[src/core/fsc_defines.svh]
// Constants for the fp store/subtract/compare decoder.
// Assumes byte-wide opcode and modrm fields from the integer unit.
`ifndef FSC_DEFINES_SVH
`define FSC_DEFINES_SVH
// opcode bytes
`define FSC_OP_WAIT 8'h9B
`define FSC_OP_D8 8'hD8
`define FSC_OP_D9 8'hD9
`define FSC_OP_DA 8'hDA
`define FSC_OP_DB 8'hDB
`define FSC_OP_DC 8'hDC
`define FSC_OP_DD 8'hDD
`define FSC_OP_DE 8'hDE
`define FSC_OP_DF 8'hDF
// whole modrm bytes
`define FSC_MR_AX 8'hE0
`define FSC_MR_TST 8'hE4
`define FSC_MR_XAM 8'hE5
`define FSC_MR_XTR 8'hF4
`define FSC_MR_L2X 8'hF1
`define FSC_MR_L2XP1 8'hF9
`define FSC_MR_UCPP 8'hE9
// modrm fields
`define FSC_MOD_REG 2'h3
`define FSC_HI_1110 5'h1C
`define FSC_HI_1110_1 5'h1D
`define FSC_HI_1100_1 5'h19
`define FSC_REG_SI 3'h2
`define FSC_REG_SIP 3'h3
`define FSC_REG_SUB 3'h4
`define FSC_REG_SUBR 3'h5
`define FSC_REG_ENV 3'h6
`define FSC_REG_CW 3'h7
`define FSC_REG_LIP 3'h7
// clock counts
`define FSC_T_SI32_MIN 8'd8
`define FSC_T_SI32_MAX 8'd13
`define FSC_T_SI16_MIN 8'd7
`define FSC_T_SI16_MAX 8'd10
`define FSC_T_SI64_MIN 8'd10
`define FSC_T_SI64_MAX 8'd13
`define FSC_T_CW_W 8'd5
`define FSC_T_CW_N 8'd3
`define FSC_T_ENV_W_MIN 8'd14
`define FSC_T_ENV_W_MAX 8'd24
`define FSC_T_ENV_N_MIN 8'd12
`define FSC_T_ENV_N_MAX 8'd22
`define FSC_T_SW_W 8'd6
`define FSC_T_SW_N 8'd4
`define FSC_T_AX_W 8'd4
`define FSC_T_AX_N 8'd2
`define FSC_T_SUB_MIN 8'd4
`define FSC_T_SUB_MAX 8'd9
`define FSC_T_ISUB_MIN 8'd14
`define FSC_T_ISUB32_MAX 8'd29
`define FSC_T_ISUB16_MAX 8'd27
`define FSC_T_CMP 8'd4
`define FSC_T_WAIT 8'd2
`define FSC_T_XCH 8'd3
`define FSC_T_XTR_MIN 8'd11
`define FSC_T_XTR_MAX 8'd16
`define FSC_T_L2X_MIN 8'd145
`define FSC_T_L2X_MAX 8'd154
`define FSC_T_L2XP1_MIN 8'd131
`define FSC_T_L2XP1_MAX 8'd133
`define FSC_T_ONE 8'd1
`define FSC_T_SAT 8'hFF
`endif

[src/core/fsc_pkg.sv]
// Types for the fp store/subtract/compare decoder.
// Assumes fsc_defines.svh for numeric constants.
`default_nettype none
package fsc_pkg;
   typedef enum logic [4:0] {
      FSC_NONE, FSC_STORE_INT, FSC_STORE_INT_POP, FSC_STORE_CW, FSC_STORE_ENV,
      FSC_STORE_SW, FSC_STORE_SW_AX, FSC_SUB, FSC_ISUB, FSC_TEST, FSC_UCOM,
      FSC_WAIT_IDLE, FSC_CLASSIFY, FSC_SWAP, FSC_SPLIT, FSC_LOG2, FSC_LOG2P1
   } fsc_op_t;
   typedef enum logic [2:0] {
      FSC_W_NONE, FSC_W_16, FSC_W_32, FSC_W_64
   } fsc_width_t;
   typedef enum logic [3:0] {
      FSC_S_IDLE = 4'h1, FSC_S_HOLD = 4'h2, FSC_S_EXEC = 4'h4, FSC_S_BAD = 4'h8
   } fsc_state_t;
   typedef struct packed {
      logic wait_prefix;
      logic [7:0] opcode;
      logic [7:0] modrm;
   } fsc_instr_t;
   // result = a - b for subtracts; a is the compared / stored operand otherwise
   typedef struct packed {
      fsc_op_t op;
      fsc_width_t width;
      logic a_mem;
      logic b_mem;
      logic [2:0] a_phys;
      logic [2:0] b_phys;
      logic [2:0] dst_phys;
      logic dst_mem;
      logic [1:0] pops;
      logic push;
   } fsc_ctrl_t;
endpackage
`default_nettype wire

[src/core/fsc_decoder.sv]
// Decoder and sequencer for fp stores, subtracts, compares and related ops.
// Assumes instructions, busy and done come from logic on core_clk.
`include "fsc_defines.svh"
`default_nettype none
module fsc_decoder (
   // clock and reset
   input wire logic core_clk,
   input wire logic rstn,
   // instruction from integer unit
   input wire logic instr_valid,
   input wire fsc_pkg::fsc_instr_t instr,
   // execution unit status
   input wire logic unit_busy,
   input wire logic exec_done,
   // to integer unit and execution unit
   output logic ready_q,
   output logic start_q,
   output fsc_pkg::fsc_ctrl_t ctrl_q,
   output logic done_q,
   output logic bad_q,
   output logic [2:0] top_q
);
   import fsc_pkg::*;

   // ----------------------------------------
   // decode
   // ----------------------------------------
   fsc_ctrl_t dec;
   logic [7:0] tmin;
   logic [7:0] tmax;
   logic need_idle;
   logic known;
   logic [1:0] mo;
   logic [2:0] rg;
   logic [4:0] hi;
   logic [2:0] stn;
   logic [2:0] st1;
   logic is_reg;
   logic wp;

   always_comb begin
      mo = instr.modrm[7:6];
      rg = instr.modrm[5:3];
      hi = instr.modrm[7:3];
      is_reg = (mo == `FSC_MOD_REG);
      wp = instr.wait_prefix;
      // operand slots from the layout before execution
      stn = top_q + instr.modrm[2:0];
      st1 = top_q + 3'h1;
      dec = '0;
      dec.op = FSC_NONE;
      dec.width = FSC_W_NONE;
      dec.a_phys = top_q;
      dec.b_phys = top_q;
      dec.dst_phys = top_q;
      tmin = `FSC_T_ONE;
      tmax = `FSC_T_ONE;
      known = 1'b1;
      need_idle = wp;
      if (instr.opcode == `FSC_OP_WAIT) begin
         dec.op = FSC_WAIT_IDLE;
         need_idle = 1'b1;
         tmin = `FSC_T_WAIT;
         tmax = `FSC_T_WAIT;
      end else if (instr.opcode == `FSC_OP_DB && !is_reg && (rg == `FSC_REG_SI || rg == `FSC_REG_SIP)) begin
         dec.op = (rg == `FSC_REG_SI) ? FSC_STORE_INT : FSC_STORE_INT_POP;
         dec.width = FSC_W_32;
         dec.dst_mem = 1'b1;
         dec.pops = (rg == `FSC_REG_SIP) ? 2'h1 : 2'h0;
         tmin = `FSC_T_SI32_MIN;
         tmax = `FSC_T_SI32_MAX;
      end else if (instr.opcode == `FSC_OP_DF && instr.modrm == `FSC_MR_AX) begin
         dec.op = FSC_STORE_SW_AX;
         tmin = wp ? `FSC_T_AX_W : `FSC_T_AX_N;
         tmax = tmin;
      end else if (instr.opcode == `FSC_OP_DF && !is_reg
                   && (rg == `FSC_REG_SI || rg == `FSC_REG_SIP || rg == `FSC_REG_LIP)) begin
         dec.op = (rg == `FSC_REG_SI) ? FSC_STORE_INT : FSC_STORE_INT_POP;
         dec.dst_mem = 1'b1;
         dec.pops = (rg == `FSC_REG_SI) ? 2'h0 : 2'h1;
         dec.width = (rg == `FSC_REG_LIP) ? FSC_W_64 : FSC_W_16;
         tmin = (rg == `FSC_REG_LIP) ? `FSC_T_SI64_MIN : `FSC_T_SI16_MIN;
         tmax = (rg == `FSC_REG_LIP) ? `FSC_T_SI64_MAX : `FSC_T_SI16_MAX;
      end else if (instr.opcode == `FSC_OP_D9 && !is_reg && rg == `FSC_REG_CW) begin
         dec.op = FSC_STORE_CW;
         dec.dst_mem = 1'b1;
         dec.width = FSC_W_16;
         tmin = wp ? `FSC_T_CW_W : `FSC_T_CW_N;
         tmax = tmin;
      end else if (instr.opcode == `FSC_OP_D9 && !is_reg && rg == `FSC_REG_ENV) begin
         dec.op = FSC_STORE_ENV;
         dec.dst_mem = 1'b1;
         tmin = wp ? `FSC_T_ENV_W_MIN : `FSC_T_ENV_N_MIN;
         tmax = wp ? `FSC_T_ENV_W_MAX : `FSC_T_ENV_N_MAX;
      end else if (instr.opcode == `FSC_OP_DD && !is_reg && rg == `FSC_REG_CW) begin
         dec.op = FSC_STORE_SW;
         dec.dst_mem = 1'b1;
         dec.width = FSC_W_16;
         tmin = wp ? `FSC_T_SW_W : `FSC_T_SW_N;
         tmax = tmin;
      end else if ((instr.opcode == `FSC_OP_DC || instr.opcode == `FSC_OP_D8)
                   && (hi == `FSC_HI_1110 || hi == `FSC_HI_1110_1)) begin
         dec.op = FSC_SUB;
         tmin = `FSC_T_SUB_MIN;
         tmax = `FSC_T_SUB_MAX;
         // DC 1 n and D8 1 n write the entry; DC 0 n and D8 0 n write the top
         dec.dst_phys = instr.modrm[3] ? stn : top_q;
         // entry is minuend for DC 1 n and DC 0 n, top for the D8 forms
         dec.a_phys = (instr.opcode == `FSC_OP_DC) ? stn : top_q;
         dec.b_phys = (instr.opcode == `FSC_OP_DC) ? top_q : stn;
      end else if ((instr.opcode == `FSC_OP_DC || instr.opcode == `FSC_OP_D8)
                   && !is_reg && (rg == `FSC_REG_SUB || rg == `FSC_REG_SUBR)) begin
         dec.op = FSC_SUB;
         dec.width = (instr.opcode == `FSC_OP_DC) ? FSC_W_64 : FSC_W_32;
         dec.a_mem = (rg == `FSC_REG_SUBR);
         dec.b_mem = (rg == `FSC_REG_SUB);
         tmin = `FSC_T_SUB_MIN;
         tmax = `FSC_T_SUB_MAX;
      end else if (instr.opcode == `FSC_OP_DE && (hi == `FSC_HI_1110 || hi == `FSC_HI_1110_1)) begin
         dec.op = FSC_SUB;
         dec.dst_phys = stn;
         dec.pops = 2'h1;
         // 1 n: entry minus top, 0 n: top minus entry
         dec.a_phys = instr.modrm[3] ? stn : top_q;
         dec.b_phys = instr.modrm[3] ? top_q : stn;
         tmin = `FSC_T_SUB_MIN;
         tmax = `FSC_T_SUB_MAX;
      end else if ((instr.opcode == `FSC_OP_DA || instr.opcode == `FSC_OP_DE)
                   && !is_reg && (rg == `FSC_REG_SUB || rg == `FSC_REG_SUBR)) begin
         dec.op = FSC_ISUB;
         dec.width = (instr.opcode == `FSC_OP_DA) ? FSC_W_32 : FSC_W_16;
         dec.a_mem = (rg == `FSC_REG_SUBR);
         dec.b_mem = (rg == `FSC_REG_SUB);
         tmin = `FSC_T_ISUB_MIN;
         tmax = (instr.opcode == `FSC_OP_DA) ? `FSC_T_ISUB32_MAX : `FSC_T_ISUB16_MAX;
      end else if (instr.opcode == `FSC_OP_D9 && instr.modrm == `FSC_MR_TST) begin
         dec.op = FSC_TEST;
         tmin = `FSC_T_CMP;
         tmax = `FSC_T_CMP;
      end else if (instr.opcode == `FSC_OP_DD && (hi == `FSC_HI_1110 || hi == `FSC_HI_1110_1)) begin
         dec.op = FSC_UCOM;
         dec.b_phys = stn;
         dec.pops = {1'b0, instr.modrm[3]};
         tmin = `FSC_T_CMP;
         tmax = `FSC_T_CMP;
      end else if (instr.opcode == `FSC_OP_DA && instr.modrm == `FSC_MR_UCPP) begin
         dec.op = FSC_UCOM;
         dec.b_phys = st1;
         dec.pops = 2'h2;
         tmin = `FSC_T_CMP;
         tmax = `FSC_T_CMP;
      end else if (instr.opcode == `FSC_OP_D9 && instr.modrm == `FSC_MR_XAM) begin
         dec.op = FSC_CLASSIFY;
         tmin = `FSC_T_CMP;
         tmax = `FSC_T_CMP;
      end else if (instr.opcode == `FSC_OP_D9 && hi == `FSC_HI_1100_1) begin
         dec.op = FSC_SWAP;
         dec.b_phys = stn;
         dec.dst_phys = stn;
         tmin = `FSC_T_XCH;
         tmax = `FSC_T_XCH;
      end else if (instr.opcode == `FSC_OP_D9 && instr.modrm == `FSC_MR_XTR) begin
         dec.op = FSC_SPLIT;
         dec.push = 1'b1;
         tmin = `FSC_T_XTR_MIN;
         tmax = `FSC_T_XTR_MAX;
      end else if (instr.opcode == `FSC_OP_D9
                   && (instr.modrm == `FSC_MR_L2X || instr.modrm == `FSC_MR_L2XP1)) begin
         dec.op = (instr.modrm == `FSC_MR_L2X) ? FSC_LOG2 : FSC_LOG2P1;
         dec.b_phys = st1;
         dec.dst_phys = st1;
         dec.pops = 2'h1;
         tmin = (instr.modrm == `FSC_MR_L2X) ? `FSC_T_L2X_MIN : `FSC_T_L2XP1_MIN;
         tmax = (instr.modrm == `FSC_MR_L2X) ? `FSC_T_L2X_MAX : `FSC_T_L2XP1_MAX;
      end else begin
         known = 1'b0;
         need_idle = 1'b0;
      end
   end

   // ----------------------------------------
   // sequencer
   // ----------------------------------------
   fsc_state_t state_q;
   fsc_state_t state_d;
   logic [7:0] cnt_q;
   logic [7:0] min_q;
   logic [7:0] max_q;
   logic take;
   logic finish;

   assign take = (state_q == FSC_S_IDLE) && instr_valid;
   // fixed counts have min equal to max; ranged ones end on exec_done at or after min, or at max
   // a hold longer than max ends on the first exec cycle
   assign finish = (state_q == FSC_S_EXEC)
                   && ((cnt_q >= min_q && exec_done) || cnt_q >= max_q);

   always_comb begin
      state_d = state_q;
      case (state_q)
         FSC_S_IDLE: begin
            if (instr_valid && !known) begin
               state_d = FSC_S_BAD;
            end else if (instr_valid && need_idle && unit_busy) begin
               state_d = FSC_S_HOLD;
            end else if (instr_valid) begin
               state_d = FSC_S_EXEC;
            end
         end
         FSC_S_HOLD: begin
            if (!unit_busy) begin
               state_d = FSC_S_EXEC;
            end
         end
         FSC_S_EXEC: begin
            if (finish) begin
               state_d = FSC_S_IDLE;
            end
         end
         FSC_S_BAD: begin
            state_d = FSC_S_IDLE;
         end
         default: begin
            state_d = FSC_S_IDLE;
         end
      endcase
   end

   always_ff @(posedge core_clk or negedge rstn) begin
      if (!rstn) begin
         state_q <= FSC_S_IDLE;
         ready_q <= 1'b1;
      end else begin
         state_q <= state_d;
         ready_q <= (state_d == FSC_S_IDLE);
      end
   end

   // cycle count, 1 in the first cycle after the instruction is taken
   always_ff @(posedge core_clk or negedge rstn) begin
      if (!rstn) begin
         cnt_q <= 8'h00;
         min_q <= `FSC_T_ONE;
         max_q <= `FSC_T_ONE;
      end else if (take) begin
         cnt_q <= `FSC_T_ONE;
         min_q <= tmin;
         max_q <= tmax;
      end else if ((state_q == FSC_S_EXEC || state_q == FSC_S_HOLD) && cnt_q != `FSC_T_SAT) begin
         // saturates so a long hold cannot wrap back below max
         cnt_q <= cnt_q + `FSC_T_ONE;
      end
   end

   // ----------------------------------------
   // control outputs and stack pointer
   // ----------------------------------------
   always_ff @(posedge core_clk or negedge rstn) begin
      if (!rstn) begin
         ctrl_q <= '0;
         start_q <= 1'b0;
      end else begin
         start_q <= take && known;
         if (take && known) begin
            ctrl_q <= dec;
         end
      end
   end

   always_ff @(posedge core_clk or negedge rstn) begin
      if (!rstn) begin
         done_q <= 1'b0;
         bad_q <= 1'b0;
      end else begin
         done_q <= finish;
         bad_q <= take && !known;
      end
   end

   // pop increments, push decrements, applied as the instruction completes
   always_ff @(posedge core_clk or negedge rstn) begin
      if (!rstn) begin
         top_q <= 3'h0;
      end else if (finish) begin
         top_q <= top_q + {1'b0, ctrl_q.pops} - {2'h0, ctrl_q.push};
      end
   end

endmodule
`default_nettype wire

[config.mk]
export PLATFORM = sky130hd
export DESIGN_NAME = fsc_decoder
export DESIGN_NICKNAME = d
export VERILOG_FILES = /design/src/core/fsc_pkg.sv /design/src/core/fsc_decoder.sv
export VERILOG_INCLUDE_DIRS = /design/src /design/src/core
export SDC_FILE = /design/constraint.sdc
export NUM_CORES = 1
export LEC_CHECK = 0
export ABC_AREA = 0
export ABC_CLOCK_PERIOD_IN_PS = 3700
export BUFFER_PORTS_ARGS = -buffer_cell sky130_fd_sc_hd__buf_2
export CAP_MARGIN = 20
export CORE_ASPECT_RATIO = 0.8
export CORE_MARGIN = 2
export CORE_UTILIZATION = 40
export CTS_CLUSTER_SIZE = 20
export DETAILED_ROUTE_END_ITERATION = 12
export MAX_ROUTING_LAYER = met4
export PLACE_DENSITY_LB_ADDON = 0.15
export SLEW_MARGIN = 20
export SYNTH_ARGS = -nofsm -noshare
export SYNTH_HDL_FRONTEND = slang
export SYNTH_SLANG_ARGS = --single-unit
[constraint.sdc]
create_clock -name core_clk -period 3.7 [get_ports core_clk]
set_clock_uncertainty 0.2 [all_clocks]
set_input_delay 0.37 -clock core_clk [delete_from_list [all_inputs] [get_ports core_clk]]
set_output_delay 0.37 -clock core_clk [all_outputs]
set_load 0.01 [all_outputs]
* Word-level counts from Yosys, hierarchy flattened
Cells that the tools add are included. W data, S select, Z words.
Storage, ports and cells: register bits after elaboration 58, output and inout bits 30
Operators by class: reduce and logical (&&, ||, !) cells 44, magnitude comparators 2, add/sub/neg operators 5, multiplexer cells 210, eq/ne operators 31
Operator list (number):
- $mux W8 | 48
- $eq A8 B8 Y1 const B | 16
- $mux W6 | 21
- $mux W5 | 24
- $mux W3 | 32
- $mux W14 | 6
- $mux W1 | 50
- $mux W11 | 4
- $mux W18 | 2
- $mux W4 | 9
- $logic_and A1 B1 Y1 | 32
- $mux W2 | 10
- $mux W9 | 2
- $ge A8 B8 Y1 | 2
- $eq A5 B5 Y1 const B | 3
- $eq A3 B3 Y1 const B | 4
- $pmux W4 S3 | 1
- $mux W10 | 1
- $logic_or A1 B1 Y1 | 9
- $add A8 B1 Y8 const B | 1
- $eq A4 B1 Y1 const B | 2
- $ne A8 B8 Y1 const B | 1
- $eq A3 B2 Y1 const B | 2
- $eq A4 B2 Y1 const B | 1
- 8 further kinds | 9

* Depth between registers and ports, before layout
depth in word-level cells 40, depth in mapped cells 11, depth with buffers taken out 10

* Worst setup path after synthesis
Ideal clock, no wire load.
path kind register to register, from reg cnt_q[4], to reg state_q[2], slack 1.165 ns, clock period less this slack 2.535 ns, cell stages (with the launch flop) 8, library setup time 0.066 ns, arrival time 2.269 ns, path through dfrtp_1 ha_1 a21o_1 a2111oi_0 o21a_1 inv_1 a2111oi_0 a21o_1
On the way: word-level cells in the longest chain between the ends 6
RTL lines:
- start, declared | RTL line fsc_decoder.sv:186 | logic [7:0] cnt_q;
- start signal, assigned | RTL line fsc_decoder.sv:246 | cnt_q <= `FSC_T_ONE;
- start signal, assigned | RTL line fsc_decoder.sv:251 | cnt_q <= cnt_q + `FSC_T_ONE;
- $ge A8 B8 Y1 | RTL line fsc_decoder.sv:196 | && ((cnt_q >= min_q && exec_done) || cnt_q >= max_q);
- $logic_and A1 B1 Y1 | RTL line fsc_decoder.sv:196
- $logic_or A1 B1 Y1 (*) | RTL line fsc_decoder.sv:196
- $logic_and A1 B1 Y1 (*) | RTL line fsc_decoder.sv:196
- $mux W4 (*) | RTL line fsc_decoder.sv:216 | if (finish) begin
- $pmux W4 S3 (*) | RTL line fsc_decoder.sv:200 | case (state_q)
- via state_d[2] | RTL line fsc_decoder.sv:185 | fsc_state_t state_d;
- end signal, assigned | RTL line fsc_decoder.sv:234 | state_q <= state_d;
- end, declared | RTL line fsc_decoder.sv:184 | fsc_state_t state_q;
Mark *: on every way through the listed nets, which the timed path passes. The rest lies on a longest branch. A chain may end at the register's enable or synchronous reset.

* Worst setup path in the final report
Ends and elaborated chain as after synthesis.

==> flow_metrics.env <==
export IMPL_gp_congestion=0.9501
export IMPL_syn_nets=491
export IMPL_top_cells_by_area_synth="sky130_fd_sc_hd__dfrtp_1, sky130_fd_sc_hd__ha_1, sky130_fd_sc_hd__nand2_1"
export IMPL_overall_fraction_of_global_route_tracks_in_use=0.2227
export IMPL_timing_critical_path_buf_inv=1
export IMPL_htree_levels=2
export IMPL_timing_max_transition_violations_final=0
export IMPL_hold_depth=3
export IMPL_multi_input_comb_area_sq_um=2426
export IMPL_pin_count_of_the_biggest_net_entering_global_routing=28
export IMPL_cts_root_buffer="sky130_fd_sc_hd__clkbuf_16"
export IMPL_cp_slowest_stage_delay_ns=0.83
export IMPL_pin_count=52
export IMPL_power_ir_vdd_worst_mv=0.2456
export IMPL_cts_root_to_sink_buffers=2
export IMPL_cts_repair_timing_setup_buffer_count=0
export IMPL_die_extent_in_y_um=93.07
export IMPL_worst_r2r_path_depth=7
export IMPL_tritoncts="built"
export IMPL_via_count=3649
export IMPL_first_iter_violations=328
export IMPL_critical_path_endpoint_type="register"
export IMPL_mapped_avg_cell_area_sq_um=8.814
export IMPL_grt_pass1_vias=3365
export IMPL_global_route_overflow_total=0
export IMPL_drt_vias_per_instance=5.783
export IMPL_synth_cell_area_sq_um=3966
export IMPL_critical_path_top_delay_family="compound AO/OA/AOI/OAI gates"
export IMPL_synth_seq_cells=52
export IMPL_setup_viol=0
export IMPL_antenna_diode_count=0
export IMPL_global_route_wire_length_before_repair_um=18200
export IMPL_worst_r2r_endpoint="state_q[2]"
export IMPL_async_reset_ff_frac=1.000
export IMPL_fin_tns_setup_ns=0
export IMPL_rsz_0062_raised_after_global_routing="no"
export IMPL_syn_instance_count=450
export IMPL_maxCapViolCount=0
export IMPL_cts_inserted_buffers=5
export IMPL_min_delay_start="unit_busy"
export IMPL_dieArea_sq_um=10730
export IMPL_timing_setup_critical_path_class="register to register"
export IMPL_floorplan_rows=32
export IMPL_first_pass_iters=5
export IMPL_syn_to_final_growth_pct=14.07
export IMPL_later_pin_clock_latency_in_the_skew_report_ns=0.29
export IMPL_synth_distinct_cells=86
export IMPL_timing_worst_slew_pin_value_ns=0.9292
export IMPL_cellLeakagePower_nw=2.047
export IMPL_synth_edff_count=0
export IMPL_crit_path_max_fanout=6
export IMPL_routed_wirelength_um=11420
export IMPL_design_final_nets=535
export IMPL_yosys_top_cell_area_share=0.3028
export IMPL_critPathLaunchType="register"
export IMPL_cp_slowest_cell="sky130_fd_sc_hd__a2111oi_0"
export IMPL_power_per_cell_area_nw_per_um2=343.3
export IMPL_initial_utilization=0.4110
export IMPL_area_sequential_sq_um=1306
export IMPL_yosysMostFrequentCell="sky130_fd_sc_hd__nand2_1"
export IMPL_hpwl_reported_at_the_end_of_detailed_placement_um=8842
export IMPL_yosysTopAreaCell="sky130_fd_sc_hd__dfrtp_1"
export IMPL_synth_seq_area_share=0.3293
export IMPL_timing_reg2reg_setup_slack_ns=0.77
export IMPL_max_freq_mhz=340.9
export IMPL_synth_cells_most_frequent="sky130_fd_sc_hd__nand2_1, sky130_fd_sc_hd__dfrtp_1, sky130_fd_sc_hd__nor2_1"
export IMPL_cp_data_required_time_ns=3.73
export IMPL_timing_hold_worst_endpoint="state_q[1]"
export IMPL_status="finished, final reports clean"
export IMPL_fp_dieW_um=115.3
export IMPL_route_detailed_drc=0
export IMPL_slew_limit_headroom=0.3645
export IMPL_synth_yosys_warnings=0
export IMPL_place_port_buffers=50
export IMPL_hold_viol_final=0
export IMPL_timing_critical_path_cells="ha_1, a21o_1, a2111oi_0, o21a_1, inv_1, a2111oi_0, a21o_1"
export IMPL_routedWlPerCell_um=18.09
export IMPL_final_antenna_net_count=0
export IMPL_core_area_sq_um=9649
export IMPL_synth_ff_type="sky130_fd_sc_hd__dfrtp_1"
export IMPL_critPathArrivalTime_ns=2.96
export IMPL_grt_antenna_before_repair=0
export IMPL_final_period_utilization=0.7928
export IMPL_timing_hold_worst_class="primary input to register"
export IMPL_finalWorstPathRequiredPeriod_ns=2.933
export IMPL_layout_drive_gt1_share=0.2101
export IMPL_fill_cells=953
export IMPL_clock_pin_transition_on_the_worst_setup_and_hold_timing_paths_ns=0.07
export IMPL_cts_num_sinks=52
export IMPL_worstReg2RegStart="cnt_q[4]"
export IMPL_power_total_mw=1.553
what timing repair did:
item | CTS | global route
hold buffers | 1 | 0
hold endpoints to repair | 21 | 0
gates resized for setup | 0 | 0
worst max-delay path by stage:
stage	from	to	depth (start not counted)	slack, ns
detailed placement	instr[9]	ctrl_q[5]	8	0.35
global placement	instr[15]	ctrl_q[5]	8	0.42
CTS	instr[9]	ctrl_q[5]	8	0.66
floorplan	cnt_q[4]	state_q[2]	7	1.17
finish	cnt_q[4]	state_q[2]	7	0.77
global route	cnt_q[4]	state_q[2]	7	0.49
through the flow:
step | hold slack (ns) | instance area [sq um] | setup slack (ns) | util | std cells
after global placement | 0.2057 | 4320 | 0.4180 | 0.4477 | 621
after detailed placement | 0.2127 | 4320 | 0.3509 | 0.4477 | 621
after floorplan | -0.1256 | 3966 | 1.165 | - | 450
after global routing | 0.1579 | 4524 | 0.4879 | 0.4689 | 631
final | 0.1394 | 4524 | 0.7667 | 0.4689 | 631
after CTS | 0.1323 | 4513 | 0.6597 | 0.4677 | 630
logic make-up (layout without fill, tap and decap cells):
family	after synthesis	count (layout)	synth area share
AO/OA/AOI/OAI	117	117	0.2230
XOR/XNOR	10	10	0.02208
adder cells (fa/ha/maj)	19	19	0.06372
buffers and inverters	51	96	0.05899
flip-flops	52	52	0.3293
multiplexers	10	10	0.02681
other	1	1	0.0009455
AND/OR/NAND/NOR	190	190	0.2751
state kept, by name, indices dropped and copies added, names as in the netlist:
signal and flops:
ctrl_q 22, cnt_q 8, min_q 6, max_q 5
state_q 4, top_q 3, bad_q 1, done_q 1
ready_q 1, start_q 1
area by class of cell:
class | instances | share of cell area
clock buffer | 7 | 0.03374
sequential | 52 | 0.2887
inverter | 28 | 0.02378
multi-input combinational | 347 | 0.5362
tap | 136 | 0.03761
timing repair buffer | 60 | 0.07329
clock inverter | 1 | 0.006637
layout by cell type (no fill, tap or decap), types with 6 or more instances in the layout:
| cell type | netlist | routed |
|---|---|---|
| sky130_fd_sc_hd__nor2_1 | 32 | 32 |
| sky130_fd_sc_hd__inv_1 | 26 | 26 |
| sky130_fd_sc_hd__nor2b_1 | 8 | 8 |
| sky130_fd_sc_hd__nand3_1 | 18 | 18 |
| sky130_fd_sc_hd__o21ai_0 | 31 | 31 |
| sky130_fd_sc_hd__a2111oi_0 | 6 | 6 |
| sky130_fd_sc_hd__nand2b_1 | 7 | 7 |
| sky130_fd_sc_hd__buf_4 | 2 | 8 |
| sky130_fd_sc_hd__mux2i_1 | 8 | 8 |
| sky130_fd_sc_hd__or3_1 | 8 | 8 |
| sky130_fd_sc_hd__nor3_1 | 13 | 13 |
| sky130_fd_sc_hd__nand2_1 | 49 | 49 |
| sky130_fd_sc_hd__nand4_1 | 9 | 9 |
| sky130_fd_sc_hd__ha_1 | 17 | 17 |
| sky130_fd_sc_hd__dfrtp_1 | 48 | 48 |
| sky130_fd_sc_hd__a21oi_1 | 15 | 15 |
| sky130_fd_sc_hd__buf_2 | 8 | 50 |
power by group:
group | internal, mW | total (mW) | leakage, nW | switching [mW]
clock network | 0.357 | 0.563 | 0.0901 | 0.207
logic | 0.130 | 0.318 | 1.28 | 0.188
registers | 0.636 | 0.672 | 0.678 | 0.0358
worst reg2reg max path, delay by kind of cell (launching register included):
kind | cells | cell delay [ns]
flops | 1 | 0.46
compound gates | 5 | 1.83
fa+ha+maj | 1 | 0.34
buf+inv | 1 | 0.04
layer usage:
layer / part of all wire / global-route usage
met1: 0.54 / 0.3639
met2: 0.39 / 0.2817
met3: 0.068 / 0.03046
met4: 0.0097 / 0.05020
met5: 0 / -
(Power assumes the default switching activity.)
